==> src/hdl/core_space_defines.vh <==
// Purpose: Shared constants for the address-space configuration and clock-stretch block.
// Assumes: Included by its bare name from every design file except the phase generator.
// Notes:   Definitions only.
`ifndef CORE_SPACE_DEFINES_VH
`define CORE_SPACE_DEFINES_VH

// ----------------------------------------------------------------------------
// Register offsets
// ----------------------------------------------------------------------------
`define REG_MODE_REQ      8'h00
`define REG_CORE_STATUS   8'h04
`define REG_EVENT_STATUS  8'h08
`define REG_EVENT_MASK    8'h0c

// ----------------------------------------------------------------------------
// Event status bit positions
// ----------------------------------------------------------------------------
`define EV_MODE_REFUSED   0
`define EV_EXC_TAKEN      1
`define EV_ADDR_EXC       2
`define EV_CONFIG_BAD     3
`define EV_WIDTH          4

// ----------------------------------------------------------------------------
// Core status fields
// ----------------------------------------------------------------------------
`define ST_MODE_LSB       0
`define ST_PROG_WIDE      8
`define ST_DATA_WIDE      9
`define ST_ADDR_EXC_ON    10

// ----------------------------------------------------------------------------
// Operating modes and reset values
// ----------------------------------------------------------------------------
`define MODE_LEGACY_USER  5'h00
`define MODE_LEGACY_FIQ   5'h01
`define MODE_LEGACY_IRQ   5'h02
`define MODE_LEGACY_SVC   5'h03
`define MODE_WIDE_USER    5'h10
`define MODE_WIDE_FIQ     5'h11
`define MODE_WIDE_IRQ     5'h12
`define MODE_WIDE_SVC     5'h13
`define MODE_RESET        5'h03
`define MASK_RESET        4'h0

// ----------------------------------------------------------------------------
// Exception causes
// ----------------------------------------------------------------------------
`define EXC_ADDR          2'h0
`define EXC_FIQ           2'h1
`define EXC_IRQ           2'h2
`define EXC_TRAP          2'h3

`endif

==> src/hdl/phase_gen.v <==
// Purpose: Derives the two main clock phases and the stretched phase-two enable.
// Assumes: One core clock; each core cycle is one phase of the main clock.
// Notes:   A low wait input at the start of a high phase removes the phase-two enable of that phase.
`timescale 1ns/10ps
`default_nettype none

module phase_gen (
  input  wire clk_i,
  input  wire rst_n_i,
  input  wire clock_stretch_n_i,
  output reg  phase_high_o,
  output reg  ph2_pulse_o,
  output reg  low_start_o
);

  // --------------------------------------------------------------------------
  // Phase toggle and phase-two enable
  // --------------------------------------------------------------------------
  always @(posedge clk_i or negedge rst_n_i) begin
    if (!rst_n_i) begin
      phase_high_o <= 1'b0;
      ph2_pulse_o  <= 1'b0;
      low_start_o  <= 1'b0;
    end else begin
      phase_high_o <= ~phase_high_o;
      ph2_pulse_o  <= ~phase_high_o & clock_stretch_n_i;
      low_start_o  <= phase_high_o;
    end
  end

endmodule

`default_nettype wire

==> src/hdl/exc_vector.v <==
// Purpose: Picks the handler mode for an exception and checks requested modes.
// Assumes: Configuration inputs are the captured strap levels.
// Notes:   Purely combinational.
`timescale 1ns/10ps
`default_nettype none
`include "core_space_defines.vh"

module exc_vector (
  input  wire       prog_wide_i,
  input  wire [1:0] cause_i,
  input  wire [4:0] req_mode_i,
  output reg  [4:0] vector_mode_o,
  output reg        req_legal_o
);

  // --------------------------------------------------------------------------
  // Handler mode and mode legality
  // --------------------------------------------------------------------------
  always @* begin
    case (cause_i)
      `EXC_FIQ: vector_mode_o = prog_wide_i ? `MODE_WIDE_FIQ : `MODE_LEGACY_FIQ;
      `EXC_IRQ: vector_mode_o = prog_wide_i ? `MODE_WIDE_IRQ : `MODE_LEGACY_IRQ;
      default:  vector_mode_o = prog_wide_i ? `MODE_WIDE_SVC : `MODE_LEGACY_SVC;
    endcase
    case (req_mode_i)
      `MODE_LEGACY_USER, `MODE_LEGACY_FIQ,
      `MODE_LEGACY_IRQ, `MODE_LEGACY_SVC: req_legal_o = 1'b1;
      `MODE_WIDE_USER, `MODE_WIDE_FIQ,
      `MODE_WIDE_IRQ, `MODE_WIDE_SVC:     req_legal_o = prog_wide_i;
      default:                            req_legal_o = 1'b0;
    endcase
  end

endmodule

`default_nettype wire

==> src/hdl/core_space_config_wait_stall.v <==
// Purpose: Address-space configuration, mode control, exception entry and
//          clock-stretched memory request timing of a 32-bit core.
// Assumes: All inputs synchronous to CORE_CLK_I; one core cycle per clock phase.
// Notes:   Registers on a plain strobe port, read data one cycle after the strobe.
//
// The strobed register port and the register offsets are this design's own decisions.
`timescale 1ns/10ps
`default_nettype none
`include "core_space_defines.vh"

module core_space_config_wait_stall (
  input  wire        CORE_CLK_I,
  input  wire        RST_N_I,
  input  wire        PROGRAM_SPACE_WIDE_SELECT_I,
  input  wire        DATA_SPACE_WIDE_SELECT_I,
  input  wire        CLOCK_STRETCH_N_I,
  input  wire        FAST_INT_N_I,
  input  wire        NORM_INT_N_I,
  input  wire        SOFT_TRAP_I,
  input  wire        COPROC_ABSENT_I,
  input  wire        COPROC_BUSY_I,
  input  wire        DATA_BUS_ENABLE_I,
  input  wire        ACCESS_REQ_I,
  input  wire        ACCESS_DATA_I,
  input  wire        ACCESS_WRITE_I,
  input  wire        ACCESS_BURST_I,
  input  wire [31:0] ACCESS_ADDR_I,
  input  wire [7:0]  REG_ADDR_I,
  input  wire [31:0] REG_WDATA_I,
  input  wire        REG_WRITE_I,
  input  wire        REG_READ_I,
  output reg  [31:0] REG_RDATA_O,
  output reg         IRQ_O,
  output reg         INTERNAL_PHASE_TWO_CLOCK_O,
  output reg         MEMORY_REQUEST_N_O,
  output reg         BURST_CONTINUATION_O,
  output reg  [31:0] ADDRESS_O,
  output reg         DATA_OUTPUT_ENABLE_N_O,
  output reg  [4:0]  MODE_O,
  output reg         ADDR_EXC_ENABLE_O
);

  // --------------------------------------------------------------------------
  // State machine and declarations
  // --------------------------------------------------------------------------
  localparam [1:0] ST_CAPTURE = 2'b01;
  localparam [1:0] ST_RUN     = 2'b10;

  reg  [1:0]             state_reg;
  reg  [1:0]             state_next;
  reg                    prog_wide_reg;
  reg                    data_wide_reg;
  reg                    config_bad_reg;
  reg                    fiq_meta_reg;
  reg                    fiq_sync_reg;
  reg                    irq_meta_reg;
  reg                    irq_sync_reg;
  reg                    trap_pend_reg;
  reg  [4:0]             mode_req_reg;
  reg                    mode_req_pend_reg;
  reg                    cp_absent_reg;
  reg                    cp_busy_reg;
  reg                    clocked_last_reg;
  reg  [`EV_WIDTH-1:0]   ev_status_reg;
  reg  [`EV_WIDTH-1:0]   ev_mask_reg;
  reg  [`EV_WIDTH-1:0]   ev_set;
  reg                    addr_exc;
  reg                    exc_hit;
  reg  [1:0]             exc_cause;
  reg                    busy_wait;
  reg  [31:0]            rd_value;
  wire                   phase_high;
  wire                   ph2_pulse;
  wire                   low_start;
  wire [4:0]             vector_mode;
  wire                   req_legal;
  wire                   running;

  assign running = state_reg[1];

  // --------------------------------------------------------------------------
  // Phase generation
  // --------------------------------------------------------------------------
  phase_gen u_phase (
    .clk_i             (CORE_CLK_I),
    .rst_n_i           (RST_N_I),
    .clock_stretch_n_i (CLOCK_STRETCH_N_I),
    .phase_high_o      (phase_high),
    .ph2_pulse_o       (ph2_pulse),
    .low_start_o       (low_start)
  );

  // --------------------------------------------------------------------------
  // Exception vector and mode check
  // --------------------------------------------------------------------------
  exc_vector u_vector (
    .prog_wide_i   (prog_wide_reg),
    .cause_i       (exc_cause),
    .req_mode_i    (mode_req_reg),
    .vector_mode_o (vector_mode),
    .req_legal_o   (req_legal)
  );

  // --------------------------------------------------------------------------
  // Configuration capture after reset
  // --------------------------------------------------------------------------
  always @* begin
    case (state_reg)
      ST_CAPTURE: state_next = ST_RUN;
      ST_RUN:     state_next = ST_RUN;
      default:    state_next = ST_CAPTURE;
    endcase
  end

  always @(posedge CORE_CLK_I or negedge RST_N_I) begin
    if (!RST_N_I) begin
      state_reg      <= ST_CAPTURE;
      prog_wide_reg  <= 1'b0;
      data_wide_reg  <= 1'b0;
      config_bad_reg <= 1'b0;
    end else begin
      state_reg <= state_next;
      if (state_reg == ST_CAPTURE) begin
        // Selects are caught once and held until the next reset.
        prog_wide_reg  <= PROGRAM_SPACE_WIDE_SELECT_I & DATA_SPACE_WIDE_SELECT_I;
        data_wide_reg  <= DATA_SPACE_WIDE_SELECT_I;
        config_bad_reg <= PROGRAM_SPACE_WIDE_SELECT_I & ~DATA_SPACE_WIDE_SELECT_I;
      end
    end
  end

  // --------------------------------------------------------------------------
  // Interrupt input synchronisers
  // --------------------------------------------------------------------------
  always @(posedge CORE_CLK_I or negedge RST_N_I) begin
    if (!RST_N_I) begin
      fiq_meta_reg <= 1'b0;
      fiq_sync_reg <= 1'b0;
      irq_meta_reg <= 1'b0;
      irq_sync_reg <= 1'b0;
    end else begin
      fiq_meta_reg <= ~FAST_INT_N_I;
      fiq_sync_reg <= fiq_meta_reg;
      irq_meta_reg <= ~NORM_INT_N_I;
      irq_sync_reg <= irq_meta_reg;
    end
  end

  // --------------------------------------------------------------------------
  // Exception selection
  // --------------------------------------------------------------------------
  always @* begin
    // A data access above the 26-bit range faults only with a narrow data space.
    addr_exc  = ACCESS_REQ_I & ACCESS_DATA_I & ~data_wide_reg &
                (ACCESS_ADDR_I[31:26] != 6'h00);
    exc_hit   = 1'b1;
    exc_cause = `EXC_TRAP;
    if (addr_exc) begin
      exc_cause = `EXC_ADDR;
    end else if (fiq_sync_reg) begin
      exc_cause = `EXC_FIQ;
    end else if (irq_sync_reg) begin
      exc_cause = `EXC_IRQ;
    end else if (!trap_pend_reg) begin
      exc_hit = 1'b0;
    end
  end

  // --------------------------------------------------------------------------
  // Mode control, advanced only by the phase-two enable
  // --------------------------------------------------------------------------
  always @(posedge CORE_CLK_I or negedge RST_N_I) begin
    if (!RST_N_I) begin
      MODE_O            <= `MODE_RESET;
      mode_req_reg      <= `MODE_RESET;
      mode_req_pend_reg <= 1'b0;
      trap_pend_reg     <= 1'b0;
    end else begin
      if (REG_WRITE_I && REG_ADDR_I == `REG_MODE_REQ) begin
        mode_req_reg      <= REG_WDATA_I[4:0];
        mode_req_pend_reg <= 1'b1;
      end else if (ph2_pulse && running) begin
        mode_req_pend_reg <= 1'b0;
      end
      if (SOFT_TRAP_I) begin
        trap_pend_reg <= 1'b1;
      end else if (ph2_pulse && running && exc_hit && exc_cause == `EXC_TRAP) begin
        trap_pend_reg <= 1'b0;
      end
      if (ph2_pulse && running) begin
        if (exc_hit) begin
          MODE_O <= vector_mode;
        end else if (mode_req_pend_reg && req_legal) begin
          MODE_O <= mode_req_reg;
        end
      end
    end
  end

  // --------------------------------------------------------------------------
  // Memory request sequencing across stretched phases
  // --------------------------------------------------------------------------
  always @* begin
    busy_wait = cp_busy_reg & ~cp_absent_reg;
  end

  always @(posedge CORE_CLK_I or negedge RST_N_I) begin
    if (!RST_N_I) begin
      clocked_last_reg           <= 1'b0;
      cp_absent_reg              <= 1'b1;
      cp_busy_reg                <= 1'b0;
      INTERNAL_PHASE_TWO_CLOCK_O <= 1'b0;
      MEMORY_REQUEST_N_O         <= 1'b1;
      BURST_CONTINUATION_O       <= 1'b0;
      ADDRESS_O                  <= 32'h00000000;
      DATA_OUTPUT_ENABLE_N_O     <= 1'b1;
    end else begin
      INTERNAL_PHASE_TWO_CLOCK_O <= ~phase_high & CLOCK_STRETCH_N_I;
      if (phase_high) begin
        clocked_last_reg <= ph2_pulse;
      end
      if (ph2_pulse) begin
        cp_absent_reg <= COPROC_ABSENT_I;
        cp_busy_reg   <= COPROC_BUSY_I;
        if (running) begin
          ADDRESS_O <= ACCESS_ADDR_I;
        end
      end
      if (low_start && clocked_last_reg && running) begin
        MEMORY_REQUEST_N_O   <= ~ACCESS_REQ_I | busy_wait;
        BURST_CONTINUATION_O <= ACCESS_BURST_I & ACCESS_REQ_I & ~busy_wait;
      end
      if (ph2_pulse && running) begin
        DATA_OUTPUT_ENABLE_N_O <= ~(ACCESS_REQ_I & ACCESS_DATA_I & ACCESS_WRITE_I &
                                   DATA_BUS_ENABLE_I & ~busy_wait);
      end else begin
        DATA_OUTPUT_ENABLE_N_O <= 1'b1;
      end
    end
  end

  // --------------------------------------------------------------------------
  // Event status, mask and interrupt
  // --------------------------------------------------------------------------
  always @* begin
    ev_set = {`EV_WIDTH{1'b0}};
    ev_set[`EV_MODE_REFUSED] = ph2_pulse & running & ~exc_hit & mode_req_pend_reg & ~req_legal;
    ev_set[`EV_EXC_TAKEN]    = ph2_pulse & running & exc_hit;
    ev_set[`EV_ADDR_EXC]     = ph2_pulse & running & addr_exc;
    ev_set[`EV_CONFIG_BAD]   = config_bad_reg;
  end

  always @(posedge CORE_CLK_I or negedge RST_N_I) begin
    if (!RST_N_I) begin
      ev_status_reg <= {`EV_WIDTH{1'b0}};
      ev_mask_reg   <= `MASK_RESET;
      IRQ_O         <= 1'b0;
    end else begin
      if (REG_WRITE_I && REG_ADDR_I == `REG_EVENT_STATUS) begin
        // A new event in the clearing cycle survives the clear.
        ev_status_reg <= (ev_status_reg & ~REG_WDATA_I[`EV_WIDTH-1:0]) | ev_set;
      end else begin
        ev_status_reg <= ev_status_reg | ev_set;
      end
      if (REG_WRITE_I && REG_ADDR_I == `REG_EVENT_MASK) begin
        ev_mask_reg <= REG_WDATA_I[`EV_WIDTH-1:0];
      end
      IRQ_O <= |(ev_status_reg & ev_mask_reg);
    end
  end

  // --------------------------------------------------------------------------
  // Register read port
  // --------------------------------------------------------------------------
  always @* begin
    rd_value = 32'h00000000;
    case (REG_ADDR_I)
      `REG_MODE_REQ: begin
        rd_value[4:0] = mode_req_reg;
      end
      `REG_CORE_STATUS: begin
        rd_value[`ST_MODE_LSB+4:`ST_MODE_LSB] = MODE_O;
        rd_value[`ST_PROG_WIDE]               = prog_wide_reg;
        rd_value[`ST_DATA_WIDE]               = data_wide_reg;
        rd_value[`ST_ADDR_EXC_ON]             = ~data_wide_reg;
      end
      `REG_EVENT_STATUS: begin
        rd_value[`EV_WIDTH-1:0] = ev_status_reg;
      end
      `REG_EVENT_MASK: begin
        rd_value[`EV_WIDTH-1:0] = ev_mask_reg;
      end
      default: begin
        rd_value = 32'h00000000;
      end
    endcase
  end

  always @(posedge CORE_CLK_I or negedge RST_N_I) begin
    if (!RST_N_I) begin
      REG_RDATA_O       <= 32'h00000000;
      ADDR_EXC_ENABLE_O <= 1'b1;
    end else begin
      REG_RDATA_O       <= REG_READ_I ? rd_value : 32'h00000000;
      ADDR_EXC_ENABLE_O <= ~data_wide_reg;
    end
  end

endmodule

`default_nettype wire

==> config.mk <==
export PLATFORM = sky130hd
export DESIGN_NAME = core_space_config_wait_stall
export DESIGN_NICKNAME = d
export VERILOG_FILES = /design/src/hdl/phase_gen.v /design/src/hdl/exc_vector.v /design/src/hdl/core_space_config_wait_stall.v
export VERILOG_INCLUDE_DIRS = /design/src /design/src/hdl
export SDC_FILE = /design/constraint.sdc
export NUM_CORES = 1
export LEC_CHECK = 0
export ABC_CLOCK_PERIOD_IN_PS = 5700
export CORE_MARGIN = 2
export CORE_UTILIZATION = 45
export CTS_CLUSTER_SIZE = 25
export DETAILED_ROUTE_END_ITERATION = 6
export DONT_BUFFER_PORTS = 1
export PLACE_DENSITY = 0.6
export SLEW_MARGIN = 10
export SYNTH_ARGS = -nofsm -noshare
export SYNTH_HDL_FRONTEND = slang
export SYNTH_HIERARCHICAL = 1
export SYNTH_SLANG_ARGS = --single-unit
==> constraint.sdc <==
create_clock -name CORE_CLK_I -period 5.7 [get_ports CORE_CLK_I]
set_clock_uncertainty 0.2 [all_clocks]
set_input_delay 0.285 -clock CORE_CLK_I [delete_from_list [all_inputs] [get_ports CORE_CLK_I]]
set_output_delay 0.285 -clock CORE_CLK_I [all_outputs]
set_load 0.02 [all_outputs]
==> flow_summary.ini <==
[status]
status = completed

[power_and_ir_drop]
ir_drop_uv = 141
power_frac_comb = 0.099
seq_power_share = 0.546
p_switching_uw = 321
power.leakage_nw = 1.88
swShare = 0.257
p_int_uw = 929
power_per_cell_area_nw_per_um2 = 296
power_frac_clock = 0.356

[global_routing]
grt_overflow = 0
grt_pass1_wl_um = 11100
track_usage = 0.167
antenna_found_initial = 0
grt_max_degree = 82
grt_pass1_vias = 2268

[detailed_routing]
drtIter0Drc = 63
drt_pass1_iterations = 4
ant_nets = 0
vias_per_cell = 4.94
via_count = 2141
postRouteWirelength_um = 6850
wl_per_cell_um = 15.8
drc = 0

[synthesis]
synth.avg_cell_area_um2 = 12.7
ys_seq_area_frac = 0.584
yosys_warnings = 6
synth_area_leaders = dfrtp_1 (52%), mux2_2 (13%), dfstp_2 (6.8%)
synth_edf_count = 0
yosys-top-cells-count = dfrtp_1 (72), mux2_2 (39), buf_4 (27)
ys_seq_elements = 81
synth_cells = 274
yosys.area.top_type = dfrtp_1
synthArstFlopShare = 1.00
synth_top_area_share = 0.516
synth_ff_type = dfrtp_1
synth_cell_types = 38
synth_most_common_cell = dfrtp_1
netlist_area_um2 = 3490

[clocking]
cts_buffers = 9
ctsLongestPathBuffers = 2
cts_tree = done
clk_latency_ns = 0.34
clkSinkCount = 81
cts_setup_buffers = 0
cts_root_buf = clkbuf_8
htreeDepth = 3
clk_pin_slew_ns = 0.08

[sta]
setup_viol_count_final = 0
slew-limit-headroom = 0.330
setup_tns_ns = 0
maxSlewViolCount = 0
fmax_mhz = 439
worstMarginPinSlew_ns = 1.00
fin_crit_sh = 0.400
rsz0062_at_grt = no
min_period_ns = 2.28
hold_violations = 0

[floorplan]
die_h_um = 92.1
fp.dieW_um = 92.1
die-area_um2 = 8480
num_io_pins = 164
rows = 32
core_area_um2 = 7610
start_util = 0.459

[layout]
largestRegisters = ADDRESS_O: 32 flops, REG_RDATA_O: 8 flops
drive_above_1_share = 0.239
stdcell_area_um2 = 4230
fill_cells = 655
final_core_utilization = 0.555
area_delta_synth_final_pct = 21.0
antennaDiodeCount = 0
nets = 416
top_register = ADDRESS_O
largest_register_ff_count = 32

[critical_path]
cp_max_fo = 48
crit_arrival_ns = 2.35
worstSetupStartpointType = register
endpoint_kind = register
crit_type = reg2reg
required_ns = 5.77

[worst_hold_path]
hold_class = in2reg

[placed_design]
io_buffers = 0
placed_cell_area_um2 = 3470
gp_congestion = 0.807
hpwl_um = 4440

[flow_run]
drv.max_cap_violation_count = 0
-- power by group through the flow --
stage                     combinational, mW  sequential, mW  clock [mW]
after global routing                  0.136           0.687       0.481
after CTS                             0.124           0.682       0.454
after detailed placement             0.0811           0.692           0
after global placement               0.0786           0.692           0
final                                 0.123           0.682       0.445
after floorplan                      0.0889           0.682           0
-- metal layers --
layer  vias to the layer above  GRT usage  wire [um]  share of wire
met3                         5     0.0477        523          0.076
met4                         0     0.0585         42         0.0061
met1                      1054      0.211       2790           0.41
met5                         -          0          0              0
li1                        985          -          -              -
met2                        97      0.277       3490           0.51
-- layout by cell type (no fill, tap or decap), types with 2 or more instances in the layout --
| cell | instances |
|---|---|
| a22oi_1 | 3 |
| nand2_1 | 12 |
| nor4_1 | 7 |
| and2_1 | 3 |
| dlygate4sd3_1 | 52 |
| mux2_2 | 39 |
| nand4_1 | 2 |
| dfrtp_1 | 72 |
| or4_4 | 2 |
| o21ai_0 | 9 |
| bufinv_16 | 2 |
| clkbuf_8 | 9 |
| mux2_4 | 5 |
| nor2_1 | 12 |
| nand2b_1 | 4 |
| nand3_1 | 3 |
| a221oi_1 | 5 |
| nand3b_1 | 3 |
| clkinvlp_4 | 2 |
| conb_1 | 26 |
| or2_2 | 2 |
| clkbuf_1 | 2 |
| inv_1 | 19 |
| mux4_2 | 4 |
| dfstp_2 | 9 |
| nor2b_1 | 6 |
| a21oi_1 | 3 |
-- cells by family after synthesis --
family | share of synthesized area
AO/OA/AOI/OAI | 0.0491
adder cells (fa/ha/maj) | 0.00358
other | 0.00215
multiplexers | 0.176
AND/OR/NAND/NOR | 0.0946
buffers and inverters | 0.0907
flip-flops | 0.584
-- through the flow --
step	setup slack [ns]	hold slack (ns)	power [mW]	std cells
floorplan	3.49	-0.211	0.771	298
global placement	3.36	-0.208	0.771	364
detailed placement	3.34	-0.208	0.774	364
CTS	3.40	0.0161	1.26	433
global route	3.26	0.0314	1.30	433
finish	3.42	0.0382	1.25	433
-- final timing paths --
check                               startpoint                endpoint  slack, ns  cells after the start
max reg2reg                u_phase/ph2_pulse_o  DATA_OUTPUT_ENABLE_N_O       3.42                      4
min in group asynchronous              RST_N_I          REG_RDATA_O[4]       0.35                      2
max                        u_phase/ph2_pulse_o  DATA_OUTPUT_ENABLE_N_O       3.42                      4
max in group asynchronous              RST_N_I      MEMORY_REQUEST_N_O       4.59                      2
min reg2reg                       irq_meta_reg            irq_sync_reg       0.16                      0
min                                 REG_READ_I          REG_RDATA_O[0]       0.04                      3
-- timing repair --
| item | in CTS | in global routing |
|---|---|---|
| setup endpoints to repair | 0 | 0 |
| resized for setup | 0 | 0 |
| hold buffers | 53 | 0 |
| hold endpoints to repair | 143 | 0 |
-- critical path, cell delays in order, from the launching register on --
cell and delay (ns):
dfrtp_1 0.47, nand2_2 0.59, nor2_1 0.28, nand4_1 0.11, dlygate4sd3_1 0.56
-- cell type report --
class / count / area, um^2 / area share
inverter: 19 / 71.3 / 0.0169
timing repair buffer: 53 / 548 / 0.130
clock inverter: 5 / 80.1 / 0.0190
clock buffer: 11 / 131 / 0.0311
multi-input combinational: 162 / 1230 / 0.291
tap: 102 / 128 / 0.0302
sequential: 81 / 2040 / 0.482
Note: power is estimated with default switching activity, not from simulation.
